`src/bcd_decimal_float_divide_op_regs.svh`:
```
`ifndef BCD_DECIMAL_FLOAT_DIVIDE_OP_REGS_SVH
`define BCD_DECIMAL_FLOAT_DIVIDE_OP_REGS_SVH

// Operand word layout: top digit is the exponent code, the seven below it the mantissa
`define FD_EXP_POS 28
`define FD_EXP_WIDTH 4
`define FD_MANT_MSB 27
`define FD_MANT_DIGITS 7
`define FD_DIGIT_LAST 3'h6

// Exponent codes 8..F carry a negative exponent 0..-7
`define FD_EXP_MAX 6'sh07
`define FD_EXP_MIN -6'sh07

// Magnitude limits as whole operand encodings
`define FD_MAX_VALUE 32'h79999999
`define FD_MIN_OPERAND 32'hF0000001
`define FD_MIN_RESULT 32'hF1000000

// Reset values of the held outputs
`define FD_RESULT_RST 32'h00000000
`define FD_FLAG_RST 1'b0

`endif

```
`src/bcd_decimal_float_divide_op_pkg.sv`:
```
`default_nettype none

package bcd_decimal_float_divide_op_pkg;
    typedef logic [15:0] word_t;
    typedef logic [3:0] bcdDigit_t;
    typedef logic signed [5:0] expVal_t;
    typedef enum logic [1:0] {
        ST_IDLE,
        ST_NORM,
        ST_DIVIDE,
        ST_FINISH
    } fdivState_t;
endpackage : bcd_decimal_float_divide_op_pkg

`default_nettype wire

```
`src/bcd_float_divider.sv`:
```
`include "bcd_decimal_float_divide_op_regs.svh"

`default_nettype none

module bcd_float_divider (
    // Clock and reset
    input wire logic clk_sys,
    input wire logic rst_n,
    // Operand pairs from the sequencer
    input wire bcd_decimal_float_divide_op_pkg::word_t dividendPairHi,
    input wire bcd_decimal_float_divide_op_pkg::word_t dividendPairLo,
    input wire bcd_decimal_float_divide_op_pkg::word_t divisorPairHi,
    input wire bcd_decimal_float_divide_op_pkg::word_t divisorPairLo,
    // Trigger
    input wire logic opEnable,
    input wire logic edgeTrigger,
    // Result pair and flags
    output bcd_decimal_float_divide_op_pkg::word_t resultPairHi,
    output bcd_decimal_float_divide_op_pkg::word_t resultPairLo,
    output logic errorFlag,
    output logic zeroFlag,
    // Status
    output logic done,
    output logic busy
);
    import bcd_decimal_float_divide_op_pkg::*;

    ////////////////////////////////////////////////////////////////////////
    // Helper functions

    function automatic logic isBcd(input logic [27:0] m);
        logic ok;
        ok = 1'b1;
        for (int i = 0; i < `FD_MANT_DIGITS; i++) begin
            if (m[i*4 +: 4] > 4'h9) begin
                ok = 1'b0;
            end
        end
        return ok;
    endfunction : isBcd

    function automatic logic [23:0] bcdToBin(input logic [27:0] m);
        logic [23:0] acc;
        acc = 24'h000000;
        for (int i = `FD_MANT_DIGITS - 1; i >= 0; i--) begin
            acc = 24'(acc * 24'h00000A + {20'h00000, m[i*4 +: 4]});
        end
        return acc;
    endfunction : bcdToBin

    function automatic logic [2:0] leadZeros(input logic [27:0] m);
        logic [2:0] n;
        logic found;
        n = 3'h0;
        found = 1'b0;
        for (int i = `FD_MANT_DIGITS - 1; i >= 0; i--) begin
            if (!found && m[i*4 +: 4] == 4'h0) begin
                n = 3'(n + 3'h1);
            end else begin
                found = 1'b1;
            end
        end
        return n;
    endfunction : leadZeros

    function automatic logic [23:0] pow10(input logic [2:0] n);
        logic [23:0] p;
        unique case (n)
            3'h0: p = 24'h000001;
            3'h1: p = 24'h00000A;
            3'h2: p = 24'h000064;
            3'h3: p = 24'h0003E8;
            3'h4: p = 24'h002710;
            3'h5: p = 24'h0186A0;
            3'h6: p = 24'h0F4240;
            default: p = 24'h000001;
        endcase
        return p;
    endfunction : pow10

    function automatic expVal_t decodeExp(input logic [3:0] code);
        expVal_t mag;
        mag = $signed({3'b000, code[2:0]});
        return code[3] ? expVal_t'(-mag) : mag;
    endfunction : decodeExp

    ////////////////////////////////////////////////////////////////////////
    // State

    fdivState_t stateQ;
    fdivState_t stateD;
    logic [31:0] ddQ;
    logic [31:0] drQ;
    expVal_t expQ;
    logic [31:0] resultQ;
    logic errQ;
    logic zeroQ;
    logic enablePrevQ;

    ////////////////////////////////////////////////////////////////////////
    // Trigger: level mode reruns while enabled, edge mode fires once per rise

    wire logic enableRise = opEnable & ~enablePrevQ;
    wire logic startReq = edgeTrigger ? enableRise : opEnable;
    wire logic takeStart = (stateQ == ST_IDLE) && startReq;

    ////////////////////////////////////////////////////////////////////////
    // Operand decode

    wire logic [27:0] ddMant = ddQ[`FD_MANT_MSB:0];
    wire logic [27:0] drMant = drQ[`FD_MANT_MSB:0];
    wire expVal_t ddExp = decodeExp(ddQ[`FD_EXP_POS +: `FD_EXP_WIDTH]);
    wire expVal_t drExp = decodeExp(drQ[`FD_EXP_POS +: `FD_EXP_WIDTH]);

    // Operand validity is checked rather than assumed, so a bad word cannot reach the divider
    wire logic ddBad = !isBcd(ddMant);
    wire logic drBad = !isBcd(drMant);
    wire logic drZero = drMant == 28'h0000000;
    wire logic ddZero = ddMant == 28'h0000000;
    wire logic earlyErr = ddBad | drBad | drZero;

    ////////////////////////////////////////////////////////////////////////
    // Normalisation: shift both mantissas so the leading digit is non-zero

    wire logic [2:0] ddLead = leadZeros(ddMant);
    wire logic [2:0] drLead = leadZeros(drMant);
    wire logic [23:0] ddNorm = 24'(bcdToBin(ddMant) * pow10(ddLead));
    wire logic [23:0] drNorm = 24'(bcdToBin(drMant) * pow10(drLead));
    wire logic ddBelow = ddNorm < drNorm;

    // Ratio below one starts one decade down so the first digit is never zero
    wire logic [26:0] remInit = ddBelow ? 27'(ddNorm * 27'h000000A) : {3'b000, ddNorm};
    wire expVal_t expNorm = expVal_t'(ddExp - $signed({3'b000, ddLead})
        - drExp + $signed({3'b000, drLead}) + (ddBelow ? 6'sh00 : 6'sh01));

    ////////////////////////////////////////////////////////////////////////
    // Digit generator

    logic [27:0] quotDigits;
    logic stepDone;

    decimal_digit_stepper decimal_digit_stepper_inst (
        .clk_sys(clk_sys),
        .rst_n(rst_n),
        .load(stateQ == ST_NORM && !earlyErr && !ddZero),
        .remInit(remInit),
        .divisor(drNorm),
        .digits(quotDigits),
        .done(stepDone)
    );

    ////////////////////////////////////////////////////////////////////////
    // Result packing and range check

    wire logic expHigh = expQ > `FD_EXP_MAX;
    wire logic expLow = expQ < `FD_EXP_MIN;
    wire expVal_t expMag = expQ[5] ? expVal_t'(-expQ) : expQ;
    wire logic [3:0] expCode = {expQ[5], expMag[2:0]};
    wire logic [31:0] quotWord = {expCode, quotDigits};

    ////////////////////////////////////////////////////////////////////////
    // Sequencer

    always_comb begin
        stateD = stateQ;
        unique case (stateQ)
            ST_IDLE: begin
                if (takeStart) begin
                    stateD = ST_NORM;
                end
            end
            ST_NORM: begin
                stateD = (earlyErr || ddZero) ? ST_FINISH : ST_DIVIDE;
            end
            ST_DIVIDE: begin
                if (stepDone) begin
                    stateD = ST_FINISH;
                end
            end
            ST_FINISH: begin
                stateD = ST_IDLE;
            end
        endcase
    end

    always_ff @(posedge clk_sys or negedge rst_n) begin
        if (!rst_n) begin
            stateQ <= ST_IDLE;
            enablePrevQ <= 1'b0;
        end else begin
            stateQ <= stateD;
            enablePrevQ <= opEnable;
        end
    end

    // Operands are captured on the start so the sequencer may change them mid-division
    always_ff @(posedge clk_sys or negedge rst_n) begin
        if (!rst_n) begin
            ddQ <= 32'h00000000;
            drQ <= 32'h00000000;
        end else if (takeStart) begin
            ddQ <= {dividendPairHi, dividendPairLo};
            drQ <= {divisorPairHi, divisorPairLo};
        end
    end

    always_ff @(posedge clk_sys or negedge rst_n) begin
        if (!rst_n) begin
            expQ <= 6'sh00;
        end else if (stateQ == ST_NORM) begin
            expQ <= expNorm;
        end
    end

    ////////////////////////////////////////////////////////////////////////
    // Outputs change only at the end of an operation and hold until the next one

    always_ff @(posedge clk_sys or negedge rst_n) begin
        if (!rst_n) begin
            resultQ <= `FD_RESULT_RST;
            errQ <= `FD_FLAG_RST;
            zeroQ <= `FD_FLAG_RST;
        end else if (stateQ == ST_NORM && (earlyErr || ddZero)) begin
            resultQ <= `FD_RESULT_RST;
            errQ <= earlyErr;
            zeroQ <= !earlyErr;
        end else if (stateQ == ST_DIVIDE && stepDone) begin
            // An out-of-range quotient is not written; zero goes out instead
            resultQ <= (expHigh || expLow) ? `FD_RESULT_RST : quotWord;
            errQ <= expHigh || expLow;
            zeroQ <= 1'b0;
        end
    end

    assign resultPairHi = resultQ[31:16];
    assign resultPairLo = resultQ[15:0];
    assign errorFlag = errQ;
    assign zeroFlag = zeroQ;
    assign done = stateQ == ST_FINISH;
    assign busy = stateQ != ST_IDLE;
endmodule : bcd_float_divider

`default_nettype wire

```
`src/decimal_digit_stepper.sv`:
```
`include "bcd_decimal_float_divide_op_regs.svh"

`default_nettype none

module decimal_digit_stepper (
    // Clock and reset
    input wire logic clk_sys,
    input wire logic rst_n,
    // Load of a normalised division
    input wire logic load,
    input wire logic [26:0] remInit,
    input wire logic [23:0] divisor,
    // Quotient digits, most significant first
    output logic [27:0] digits,
    output logic done
);
    import bcd_decimal_float_divide_op_pkg::*;

    logic [26:0] remQ;
    logic [26:0] remD;
    bcdDigit_t curQ;
    logic [2:0] cntQ;
    logic [27:0] digitsQ;
    logic runQ;
    logic doneQ;

    wire logic canSub = remQ >= {3'b000, divisor};
    wire logic lastDigit = cntQ == `FD_DIGIT_LAST;

    ////////////////////////////////////////////////////////////////////////
    // One subtraction per cycle; the digit is closed when the remainder drops below the divisor
    assign remD = canSub ? 27'(remQ - {3'b000, divisor}) : 27'(remQ * 27'h000000A);

    always_ff @(posedge clk_sys or negedge rst_n) begin
        if (!rst_n) begin
            remQ <= 27'h0000000;
            curQ <= 4'h0;
            cntQ <= 3'h0;
            digitsQ <= 28'h0000000;
            runQ <= 1'b0;
            doneQ <= 1'b0;
        end else if (load) begin
            remQ <= remInit;
            curQ <= 4'h0;
            cntQ <= 3'h0;
            runQ <= 1'b1;
            doneQ <= 1'b0;
        end else begin
            doneQ <= 1'b0;
            if (runQ) begin
                remQ <= remD;
                if (canSub) begin
                    curQ <= 4'(curQ + 4'h1);
                end else begin
                    // Remainder is dropped after the seventh digit: truncation, not rounding
                    digitsQ <= {digitsQ[23:0], curQ};
                    curQ <= 4'h0;
                    cntQ <= 3'(cntQ + 3'h1);
                    if (lastDigit) begin
                        runQ <= 1'b0;
                        doneQ <= 1'b1;
                    end
                end
            end
        end
    end

    assign digits = digitsQ;
    assign done = doneQ;
endmodule : decimal_digit_stepper

`default_nettype wire

```
`config.mk`:
```
export PLATFORM = sky130hd
export DESIGN_NAME = bcd_float_divider
export DESIGN_NICKNAME = d
export VERILOG_FILES = /design/src/bcd_decimal_float_divide_op_pkg.sv /design/src/bcd_float_divider.sv /design/src/decimal_digit_stepper.sv
export VERILOG_INCLUDE_DIRS = /design/src
export SDC_FILE = /design/constraint.sdc
export NUM_CORES = 2
export LEC_CHECK = 0
export ABC_AREA = 1
export BUFFER_PORTS_ARGS = -buffer_cell sky130_fd_sc_hd__buf_4
export CAP_MARGIN = 20
export CORE_MARGIN = 1.5
export CORE_UTILIZATION = 45
export CTS_BUF_LIST = sky130_fd_sc_hd__clkbuf_2 sky130_fd_sc_hd__clkbuf_4 sky130_fd_sc_hd__clkbuf_8
export CTS_CLUSTER_DIAMETER = 200
export DETAILED_ROUTE_END_ITERATION = 10
export PLACE_DENSITY_LB_ADDON = 0.2
export SLEW_MARGIN = 0
export SYNTH_ARGS = -nofsm -noshare
export SYNTH_HDL_FRONTEND = slang
export SYNTH_SLANG_ARGS = --single-unit
```
`constraint.sdc`:
```
create_clock -name clk_sys -period 41.9 [get_ports clk_sys]
set_clock_uncertainty 0.1 [all_clocks]
set_input_delay 4.19 -clock clk_sys [delete_from_list [all_inputs] [get_ports clk_sys]]
set_output_delay 4.19 -clock clk_sys [all_outputs]
set_load 0.01 [all_outputs]
```
==> results.md <==
* Status: completed
* Via-to-Cell Ratio at between 5 and 6
* Synth cell types at 70
* Crit path time final at 18.90 ns
* DRC at 0
* Crit-path most repeated cell: inv_1
* Hold buffers post-CTS at 0
* Die Span Y at 308.4 um
* Worst endpoint required time at 42.31 ns
* CP max stage cell: fa_1
* Number of I/O port buffers at 103
* TritonRoute pass-1 iters at 6
* Setup crit start kind: register
* Mapped Avg Cell Area at around 7.3 sq um
* Number of global-route vias before repair at 36,070
* Most frequent cell after synthesis: inv_1
* Clock tree sinks at 171
* Post-synthesis sequential area ratio at 0.1020
* Largest stage delay on the critical path at about 0.51 ns
* Critical Path Sink Type: register
* Nets at 6,940
* Cells after Synth at 5,731
* Final Hold Viols at 0
* Worst setup path class: register to register
* Crit-path max FO at 24
* Initial antenna violation count at 7
* Final WL at about 110 mm
* Max Cap Viol at 0
* Synth top area share at 0.1974
* DRT antenna net count at 0
* Post-CTS Setup Bufs at 0
* Worst-skew pair later-pin latency at between 0.5 and 0.6 ns
* Initial Utilization at 0.4557
* Layout cells sized above 1 at 0.05538
* CTS max path bufs at 2
* Average wire per cell in the routed design at about 15 um
* Area Growth Syn to Fin at 6.241%
* EDFF count, synth at 0
* Vias at 35,540
* Max-slew violation count at 0
* Worst slew pin tran at 0.9729 ns
* CTS root buf: clkbuf_8
* # rows at roughly 110
* Final setup TNS at 0 ns
* Synth area leader: ha_1
* Achievable frequency at around 53 MHz
* Most instantiated cells after synthesis: 1,191 x inv_1, 1,122 x nand2_1, 662 x ha_1
* Hold Path Class: register to register
* GP Congestion at 0.9472
* GRT Total Usage at 0.2338
* Global-route wire length before repair at 178.7 mm
* Total CTS buffers at 17
* Synth Register Bits at 171
* Period Utilization, post-route at 0.4510
* CTS tree: yes
* DP HPWL at 91.34 mm
* H-tree depth at 4
* Slew HR at 0.3507
* Clk slew on worst S/H paths at between 0.1 and 0.15 ns
* RSZ-0062 raised after global routing: no
* Largest net degree at the start of global routing at 105
* Synth Flop Type: dfrtp_1
* PostCTS Resize Cnt at 0
* Die Wd at between 300 and 400 um
* Grt ovf at 0
* Synth Cell Area at 0.04196 sq mm
* Total I/O pin count at approximately 100
* Area contributors post-synth: ha_1 20%, fa_1 19%, inv_1 11%, dfrtp_1 10%, nand2_1 10%
* Critical Path AT at 19.30 ns
* Die Footprint at 0.09509 sq mm
* Final setup vio count at 0
* Core footprint at between 0.09 and 0.1 sq mm
* DRT iter0 DRCs at around 2,000
* Asr flop ratio synth at 1.000
* Yosys warns at 0
-- metrics by stage --
| stage | setup slack (ns) | instances | instance area, sq um | utilization | hold slack, ns |
|---|---|---|---|---|---|
| after floorplan | 25.50 | 5734 | 41970 | - | 0.3530 |
| after global placement | 23.17 | 7026 | 44150 | 0.4795 | 0.3625 |
| after detailed placement | 23.03 | 7026 | 44150 | 0.4795 | 0.3648 |
| after CTS | 22.92 | 7057 | 44580 | 0.4841 | 0.3943 |
| after global routing | 21.27 | 7058 | 44580 | 0.4841 | 0.4170 |
| final | 23.00 | 7058 | 44580 | 0.4841 | 0.3876 |
-- logic make-up (layout without fill, tap and decap cells) --
logic type,Yosys count,after routing,share of synthesized area
AND/OR/NAND/NOR,2143,2143,0.2201
buffers and inverters,1302,1382,0.1179
adder cells (fa/ha/maj),1070,1070,0.3920
AO/OA/AOI/OAI,659,659,0.08522
XOR/XNOR,355,355,0.07463
flip-flops,171,171,0.1020
multiplexers,30,30,0.008051
other,1,5,0.00008937
-- layout make-up --
class	count	area, sq um
multi-input combinational	4261	32760
antenna	1	2.502
timing repair buffer	127	959.7
clock inverter	11	156.4
sequential	171	4279
inverter	1224	4597
fill	9443	47500
tap	1243	1555
clock buffer	20	269.0
-- routing by layer --
layer  track usage  wire (um)  vias to the layer above  share of wire
met1        0.2998      48530                    16640           0.45
met5             0         75                        -        0.00070
met3       0.03037       4806                      137          0.045
met2        0.4168      51300                      681           0.48
met4       0.05018       2028                       12          0.019
li1              -          -                    18070              -
-- sequential cells by signal (all words and copies together) (netlist names), 2 cells and up --
name	cells
decimal_digit_stepper_inst.curQ	4
resultQ	32
ddQ	32
decimal_digit_stepper_inst.remQ	27
decimal_digit_stepper_inst.cntQ	3
stateQ	2
drQ	32
expQ	6
decimal_digit_stepper_inst.digits	28
-- critical path: cells and delay by family (launching register included) --
family / cells / cell delay, ns
AO/OA/AOI/OAI: 13 / 2.58
adder cells (fa/ha/maj): 22 / 8.29
flip-flops: 1 / 0.46
XOR/XNOR: 9 / 2.27
buffers and inverters: 14 / 0.96
AND/OR/NAND/NOR: 28 / 4.15
-- cells in the final DEF (no fill, tap or decap), types with 12 or more instances in the layout --
cell type,synthesis,layout
nor2_1,494,493
o21ai_0,207,207
nand2_2,16,16
o21bai_1,22,22
inv_1,1191,1191
nand4_1,41,41
nand3_2,23,23
xor2_1,235,235
fa_1,408,408
dfrtp_1,171,171
nor3_1,35,35
nor2_2,17,18
xnor2_1,117,117
inv_2,24,24
or2_2,21,21
a211oi_1,16,16
nand3_1,299,298
a21o_1,19,19
nor4_1,12,12
nand3b_1,21,21
ha_1,662,662
buf_4,3,126
mux2_2,30,30
a21oi_1,338,338
nand2_1,1122,1122
clkbuf_8,0,20
-- final timing paths --
check / start / cells past startpoint / to / slack (ns)
min reg2reg: zeroFlag / 2 / zeroFlag / 0.39
max reg2reg: drQ[26] / 86 / expQ[4] / 23.00
min in group asynchronous: rst_n / 1 / decimal_digit_stepper_inst.digits[14] / 3.60
max: drQ[26] / 86 / expQ[4] / 23.00
max in group asynchronous: rst_n / 2 / ddQ[5] / 36.50
min: zeroFlag / 2 / zeroFlag / 0.39
Power is not shown: default switching activity piles up to over one toggle a cycle in this logic, so the estimate is an artifact.
